## src/shared/ibu_pkg.sv

```systemverilog
// Package of constants and carrier types for the instruction breakpoint unit
package ibu_pkg;

  // Coprocessor decode
  localparam logic [3:0]  CP_NUM_SYS     = 4'hf;
  localparam logic [3:0]  CRN_BREAK      = 4'he;

  // Register layout
  localparam int          BREAK_WIDTH    = 32;
  localparam int          EN_BIT         = 0;
  localparam int          RSVD_BIT       = 1;
  localparam int          ADDR_LSB       = 2;
  localparam int          ADDR_MSB       = 31;
  localparam int          ADDR_WIDTH     = ADDR_MSB - ADDR_LSB + 1;
  localparam logic        EN_RESET       = 1'h0;
  localparam logic [29:0] ADDR_RESET     = 30'h0;
  localparam logic [31:0] READ_IDLE      = 32'h0;

  // Fetch-to-execute stages tracked between fetch and execution
  localparam int          PIPE_DEPTH     = 2;

  // Coprocessor access handshake states
  typedef enum logic [0:0] {
    IBU_CP_IDLE = 1'b0,
    IBU_CP_RESP = 1'b1
  } ibu_cp_state_e;

  // Coprocessor register transfer request from the core
  typedef struct packed {
    logic        valid;
    logic        write;
    logic [3:0]  cpNum;
    logic [3:0]  crn;
    logic        privileged;
    logic [31:0] wdata;
  } ibu_cp_req_s;

  // Fetch stage report
  typedef struct packed {
    logic        valid;
    logic [31:0] addr;
  } ibu_fetch_s;

  // Execute stage report
  typedef struct packed {
    logic        valid;
    logic [31:0] pc;
  } ibu_exec_s;

  // One tracked instruction in the fetch-to-execute pipe
  typedef struct packed {
    logic        valid;
    logic        hit;
    logic [29:0] addr;
  } ibu_entry_s;

endpackage

```

## src/ibu_breakpoint.sv

```systemverilog
// Instruction address breakpoint unit with its coprocessor register access
`timescale 1ns/1ps

module ibu_breakpoint (
  input  wire logic              sys_clk,
  input  wire logic              nrst,
  // Coprocessor register transfer side
  input  ibu_pkg::ibu_cp_req_s   cpReq,
  output logic                   cpBusy_r,
  output logic                   cpAccept_r,
  output logic                   cpUndef_r,
  output logic                   cpRdValid_r,
  output logic [31:0]            cpRdata_r,
  // Fetch and execute side of the core pipeline
  input  ibu_pkg::ibu_fetch_s    fetch,
  input  wire logic              pipeAdvance,
  input  wire logic              pipeFlush,
  input  ibu_pkg::ibu_exec_s     exec,
  // Exception side
  output logic                   prefetchAbort_r,
  output logic [31:0]            abortPc_r,
  output logic                   armed_r
);

  // ------------------------------------------------------------------
  // Break register fields
  // ------------------------------------------------------------------
  logic                          breakEn_r;
  logic [29:0]                   breakAddr_r;
  logic [31:0]                   instrBreakAddrCtrl;

  // Access handshake state
  ibu_pkg::ibu_cp_state_e        cpState_r;
  ibu_pkg::ibu_cp_state_e        cpState_nxt;
  ibu_pkg::ibu_cp_req_s          cpHeld_r;

  // Decode of incoming and held requests
  logic                          cpForUs;
  logic                          cpGrant;
  logic                          cpWriteDo;
  logic                          cpReadDo;

  // Match path
  logic                          fetchHit;
  ibu_pkg::ibu_entry_s           fetchEntry;
  ibu_pkg::ibu_entry_s           headEntry;
  logic                          execHit;

  // Read view of the register; reserved bit reads as zero
  always_comb begin
    instrBreakAddrCtrl                                   = ibu_pkg::READ_IDLE;
    instrBreakAddrCtrl[ibu_pkg::ADDR_MSB:ibu_pkg::ADDR_LSB] = breakAddr_r;
    instrBreakAddrCtrl[ibu_pkg::RSVD_BIT]                = 1'b0;
    instrBreakAddrCtrl[ibu_pkg::EN_BIT]                  = breakEn_r;
  end

  // ------------------------------------------------------------------
  // Coprocessor access decode
  // ------------------------------------------------------------------

  // Only coprocessor 15 register 14 belongs to this unit; others pass by
  assign cpForUs = cpReq.valid
                   && (cpReq.cpNum == ibu_pkg::CP_NUM_SYS)
                   && (cpReq.crn == ibu_pkg::CRN_BREAK);

  // Privilege is judged on the held copy so the answer is stable
  assign cpGrant   = (cpState_r == ibu_pkg::IBU_CP_RESP) && cpHeld_r.privileged;
  assign cpWriteDo = cpGrant && cpHeld_r.write;
  assign cpReadDo  = cpGrant && !cpHeld_r.write;

  // Next state of the access handshake
  always_comb begin
    cpState_nxt = cpState_r;
    case (cpState_r)
      ibu_pkg::IBU_CP_IDLE: begin
        if (cpForUs) begin
          cpState_nxt = ibu_pkg::IBU_CP_RESP;
        end
      end
      ibu_pkg::IBU_CP_RESP: begin
        cpState_nxt = ibu_pkg::IBU_CP_IDLE;
      end
      default: begin
        cpState_nxt = ibu_pkg::IBU_CP_IDLE;
      end
    endcase
  end

  // Handshake state register
  always_ff @(posedge sys_clk or negedge nrst) begin
    if (!nrst) begin
      cpState_r <= ibu_pkg::IBU_CP_IDLE;
    end else begin
      cpState_r <= cpState_nxt;
    end
  end

  // Request capture; requests during the answer cycle are not taken
  always_ff @(posedge sys_clk or negedge nrst) begin
    if (!nrst) begin
      cpHeld_r <= '0;
    end else if ((cpState_r == ibu_pkg::IBU_CP_IDLE) && cpForUs) begin
      cpHeld_r <= cpReq;
    end
  end

  // Busy shows the cycle in which a new request would be ignored
  always_ff @(posedge sys_clk or negedge nrst) begin
    if (!nrst) begin
      cpBusy_r <= 1'b0;
    end else begin
      cpBusy_r <= (cpState_nxt == ibu_pkg::IBU_CP_RESP);
    end
  end

  // Answer pulses: accepted when privileged, undefined otherwise
  always_ff @(posedge sys_clk or negedge nrst) begin
    if (!nrst) begin
      cpAccept_r <= 1'b0;
      cpUndef_r  <= 1'b0;
    end else begin
      cpAccept_r <= cpGrant;
      cpUndef_r  <= (cpState_r == ibu_pkg::IBU_CP_RESP) && !cpHeld_r.privileged;
    end
  end

  // Read data is held only for the answer pulse, zero otherwise
  always_ff @(posedge sys_clk or negedge nrst) begin
    if (!nrst) begin
      cpRdValid_r <= 1'b0;
      cpRdata_r   <= ibu_pkg::READ_IDLE;
    end else begin
      cpRdValid_r <= cpReadDo;
      cpRdata_r   <= cpReadDo ? instrBreakAddrCtrl : ibu_pkg::READ_IDLE;
    end
  end

  // ------------------------------------------------------------------
  // Break register
  // ------------------------------------------------------------------

  // Enable clears on reset so nothing fires before software arms it
  always_ff @(posedge sys_clk or negedge nrst) begin
    if (!nrst) begin
      breakEn_r <= ibu_pkg::EN_RESET;
    end else if (cpWriteDo) begin
      breakEn_r <= cpHeld_r.wdata[ibu_pkg::EN_BIT];
    end
  end

  // Address field; the reserved bit is never stored
  always_ff @(posedge sys_clk or negedge nrst) begin
    if (!nrst) begin
      breakAddr_r <= ibu_pkg::ADDR_RESET;
    end else if (cpWriteDo) begin
      breakAddr_r <= cpHeld_r.wdata[ibu_pkg::ADDR_MSB:ibu_pkg::ADDR_LSB];
    end
  end

  // Armed status mirrors the enable bit
  always_ff @(posedge sys_clk or negedge nrst) begin
    if (!nrst) begin
      armed_r <= 1'b0;
    end else begin
      armed_r <= cpWriteDo ? cpHeld_r.wdata[ibu_pkg::EN_BIT] : breakEn_r;
    end
  end

  // ------------------------------------------------------------------
  // Fetch-side comparison
  // ------------------------------------------------------------------

  // Word compare only: the two low address bits never take part
  assign fetchHit = breakEn_r && fetch.valid
                    && (fetch.addr[ibu_pkg::ADDR_MSB:ibu_pkg::ADDR_LSB] == breakAddr_r);

  always_comb begin
    fetchEntry       = '0;
    fetchEntry.valid = fetch.valid;
    fetchEntry.hit   = fetchHit;
    fetchEntry.addr  = fetch.addr[ibu_pkg::ADDR_MSB:ibu_pkg::ADDR_LSB];
  end

  // Tags follow the instruction so a hit on a fetched but discarded
  // instruction never aborts; a register write drops older tags
  ibu_match_pipe u_match_pipe (
    .sys_clk     (sys_clk),
    .nrst        (nrst),
    .pipeAdvance (pipeAdvance),
    .pipeFlush   (pipeFlush),
    .dropHits    (cpWriteDo),
    .fetchEntry  (fetchEntry),
    .headEntry   (headEntry)
  );

  // ------------------------------------------------------------------
  // Execute-side qualification
  // ------------------------------------------------------------------

  // The tagged fetch address must equal the PC now executing
  assign execHit = exec.valid && pipeAdvance && !pipeFlush
                   && headEntry.valid && headEntry.hit && breakEn_r
                   && (exec.pc[ibu_pkg::ADDR_MSB:ibu_pkg::ADDR_LSB] == headEntry.addr);

  // One-cycle abort request in the cycle after the selected instruction executes; the
  // handler tells it from other aborts by the saved return pointer
  always_ff @(posedge sys_clk or negedge nrst) begin
    if (!nrst) begin
      prefetchAbort_r <= 1'b0;
    end else begin
      prefetchAbort_r <= execHit;
    end
  end

  // PC of the aborting instruction, kept until the next abort
  always_ff @(posedge sys_clk or negedge nrst) begin
    if (!nrst) begin
      abortPc_r <= ibu_pkg::READ_IDLE;
    end else if (execHit) begin
      abortPc_r <= exec.pc;
    end
  end

endmodule

```

## src/ibu_match_pipe.sv

```systemverilog
// Pipe of fetch-hit tags that follows instructions from fetch to execution
`timescale 1ns/1ps

module ibu_match_pipe (
  input  wire logic              sys_clk,
  input  wire logic              nrst,
  input  wire logic              pipeAdvance,
  input  wire logic              pipeFlush,
  input  wire logic              dropHits,
  input  ibu_pkg::ibu_entry_s    fetchEntry,
  output ibu_pkg::ibu_entry_s    headEntry
);

  ibu_pkg::ibu_entry_s stage_r [ibu_pkg::PIPE_DEPTH];

  // Each stage shifts on advance; a flush kills every entry so a discarded
  // path never raises an abort
  genvar gi;
  generate
    for (gi = 0; gi < ibu_pkg::PIPE_DEPTH; gi++) begin : gStage
      ibu_pkg::ibu_entry_s feed;
      if (gi == 0) begin : gFirst
        assign feed = fetchEntry;
      end else begin : gRest
        assign feed = stage_r[gi-1];
      end
      always_ff @(posedge sys_clk or negedge nrst) begin
        if (!nrst) begin
          stage_r[gi] <= '0;
        end else if (pipeFlush) begin
          stage_r[gi] <= '0;
        end else begin
          if (pipeAdvance) begin
            stage_r[gi] <= feed;
          end
          // A rewritten breakpoint must not fire on stale hits
          if (dropHits) begin
            stage_r[gi].hit <= 1'b0;
          end
        end
      end
    end
  endgenerate

  assign headEntry = stage_r[ibu_pkg::PIPE_DEPTH-1];

endmodule

```

## config.mk

```make
export PLATFORM = sky130hd
export DESIGN_NAME = ibu_breakpoint
export DESIGN_NICKNAME = d
export VERILOG_FILES = /design/src/shared/ibu_pkg.sv /design/src/ibu_breakpoint.sv /design/src/ibu_match_pipe.sv
export SDC_FILE = /design/constraint.sdc
export NUM_CORES = 1
export LEC_CHECK = 0
export BUFFER_PORTS_ARGS = -buffer_cell sky130_fd_sc_hd__buf_2
export CAP_MARGIN = 10
export CORE_UTILIZATION = 30
export CTS_CLUSTER_SIZE = 25
export DETAILED_ROUTE_END_ITERATION = 16
export SYNTH_ARGS = -nofsm -noshare
export SYNTH_HDL_FRONTEND = slang
export SYNTH_SLANG_ARGS = --single-unit
export TNS_END_PERCENT = 20
```

## constraint.sdc

```tcl
create_clock -name sys_clk -period 6.2 [get_ports sys_clk]
set_clock_uncertainty 0.15 [all_clocks]
set_input_delay 1.24 -clock sys_clk [delete_from_list [all_inputs] [get_ports sys_clk]]
set_output_delay 1.24 -clock sys_clk [all_outputs]
set_load 0.1 [all_outputs]
```

==> impl_metrics.toml <==
[timing]
maxSlewViolCount = 0
maxSlewHeadroom_pct = 36.3
rsz0062_at_grt = "false"
tightest_slew_ns = 0.956
finalSetupViolations = 0
period_needed_ns = 3.12
fmax_mhz = 320
setup_ws_ns = 3.08
tns_ns = 0
hold_violations = 0
period_share_pct = 50.4

[final_layout]
layout_common_cells = "dfrtp_1 (196), buf_2 (176), mux2_2 (94)"
area_growth_pct = 23.7
drive_above_1_share_pct = 41.2
final_common_cell = "dfrtp_1"
finish.instance_area_um2 = 9840
nets = 862

[die]
die_y_um = 165
initial_core_util_pct = 30.5
core_area_um2 = 26100
io_pins = 183
die_area_um2 = 27200
rows = 59
die_w_um = 165

[synth]
avgSynthCellArea_um2 = 13.9
ys_warn_count = 0
synth-seq-cells = 196
syn_area_um2 = 7960
syn-num-nets = 686
ys_types = 28
synth_cells = 573
yosysSeqAreaShare_pct = 61.7

[routing]
viasPerCell = 4.41
ant_nets = 0
drt_iter0_drc = 275
vias = 4839
wl_um = 19100
wl_per_cell_um = 17.4
drc = 0
first_pass_iters = 6

[critical_path]
crit_path_start = "pipeFlush"
cp_top_family = "buffers and inverters"
required_ns = 6.36
cp_common_cell = "buf_4"
crit_type = "in2reg"
path_cells = "buf_2, buf_4, nor3b_1, nand4_1, nor3_4, buf_4, mux2_2"
start_kind = "input port"
end_kind = "flop"
r2r-start = "u_match_pipe.headEntry[21]"
worstReg2RegEnd = "abortPc_r[19]"
slowest_stage = "buf_4"
critPathBufInv = 3
worstPathArrival_ns = 3.29
r2r_slack_ns = 3.68
cpPeakStageDelay_ns = 0.40
r2r_cells = 6
cp_max_fo = 66

[flow_run]
drv_cap = 0

[cts]
cts.sinks = 196
worstSkewPairLatency_ns = 0.43
cts.clk_slew.worst_paths_ns = 0.07
cts_resized = 0
numCtsBuffers = 17
htree_levels = 4
cts_tree = "yes"
clock_path_buffers = 2
cts_hold_buf = 0
post_cts_buffers = 0
root_buffer = "clkbuf_16"

[outcome]
outcome = "finished, final reports clean"

[global_routing]
first_global_vias = 4781
antenna_found_initial = 3
overflow = 0
grt_usage_pct = 14.5
grt_max_degree = 109
grt_pass1_wl_um = 28600

[placement]
post-place-ws_ns = 2.60
gp_congestion = 0.733
placed_cell_area_um2 = 9210
dp_hpwl_um = 13800
port-buffer-count = 178

[power]
leakagePower_nw = 5.27
peakVddDrop_mv = 0.123
p_per_area_nw_per_um2 = 271

[hold_path]
worstHoldEndpoint = "cpUndef_r"
min_path_cells = 1
hp-start = "cpHeld_r[32]"
min_path_type = "reg2reg"
worst max path at each step:
| stage | endpoint | slack (ns) | depth (start not counted) |
|---|---|---|---|
| finish | abortPc_r[19] | 3.08 | 7 |
| global route | abortPc_r[19] | 2.99 | 7 |
| CTS | abortPc_r[28] | 3.06 | 7 |
| detailed placement | abortPc_r[28] | 2.60 | 7 |
| global placement | abortPc_r[3] | 2.61 | 7 |
| floorplan | abortPc_r[10] | 3.31 | 6 |
per-layer routing:
metal	part of all wire [%]	global-route usage, %	wire length (um)
met5	0.12	0	23
met4	2.1	5.75	410
met3	5.5	3.52	1050
met2	46	22.5	8820
met1	46	19.5	8830
cells by family after synthesis:
family          after synthesis  synth area share (%)
mux                         159                  21.5
simple gates                127                  8.18
xor+xnor                     60                  6.61
buf+inv                      28                  1.79
other cells                   1                0.0471
compound gates                2                 0.205
flops                       196                  61.7
metrics by stage:
stage	std cells	total power [W]	hold WS (ns)	util, %
floorplan	573	0.00142	0.277	-
global placement	1065	0.00152	0.308	35.3
detailed placement	1065	0.00152	0.315	35.3
CTS	1097	0.00272	0.327	37.7
global route	1097	0.00278	0.357	37.7
finish	1098	0.00267	0.325	37.7
sequential cells by signal (all words and copies together), names as in the netlist:
name and count:
abortPc_r 32, armed_r 1, breakAddr_r 30, cpAccept_r 1, cpBusy_r 1, cpHeld_r 33, cpRdValid_r 1, cpRdata_r 31
cpUndef_r 1, prefetchAbort_r 1, u_match_pipe.gStage.feed 32, u_match_pipe.headEntry 32
area by class of cell:
type                    count  area [um^2]
clock buffers              18          439
well taps                 335          419
fillers                  2541        16200
flip-flops and latches    196         4900
diodes                      1         2.50
multi-input cells         349         2920
clock inverters            14          188
repair buffers            185          967
where the power goes:
group / switching (W) / internal [W]
sequential: 0.0000172 / 0.00131
clock: 0.000517 / 0.000660
combinational: 0.0000965 / 0.0000703
total: 0.000630 / 0.00204
cell usage after synthesis, drive strengths merged:
cell type,instances,share of area (%)
a211oi,1,0.094
and2,32,2.5
and3,1,0.079
buf,19,1.4
clkbuf,9,0.42
conb,1,0.047
dfrtp,196,62
mux2,96,14
mux2i,63,7.9
nand2,2,0.094
nand2b,1,0.079
nand3,1,0.063
nand4,8,0.63
nand4b,2,0.22
nor2,62,2.9
nor2b,2,0.16
nor3,4,0.46
nor3b,1,0.094
nor4,11,0.87
o2111ai,1,0.11
xnor2,22,2.4
xor2,38,4.2
Note: power is estimated with default switching activity, not from simulation.
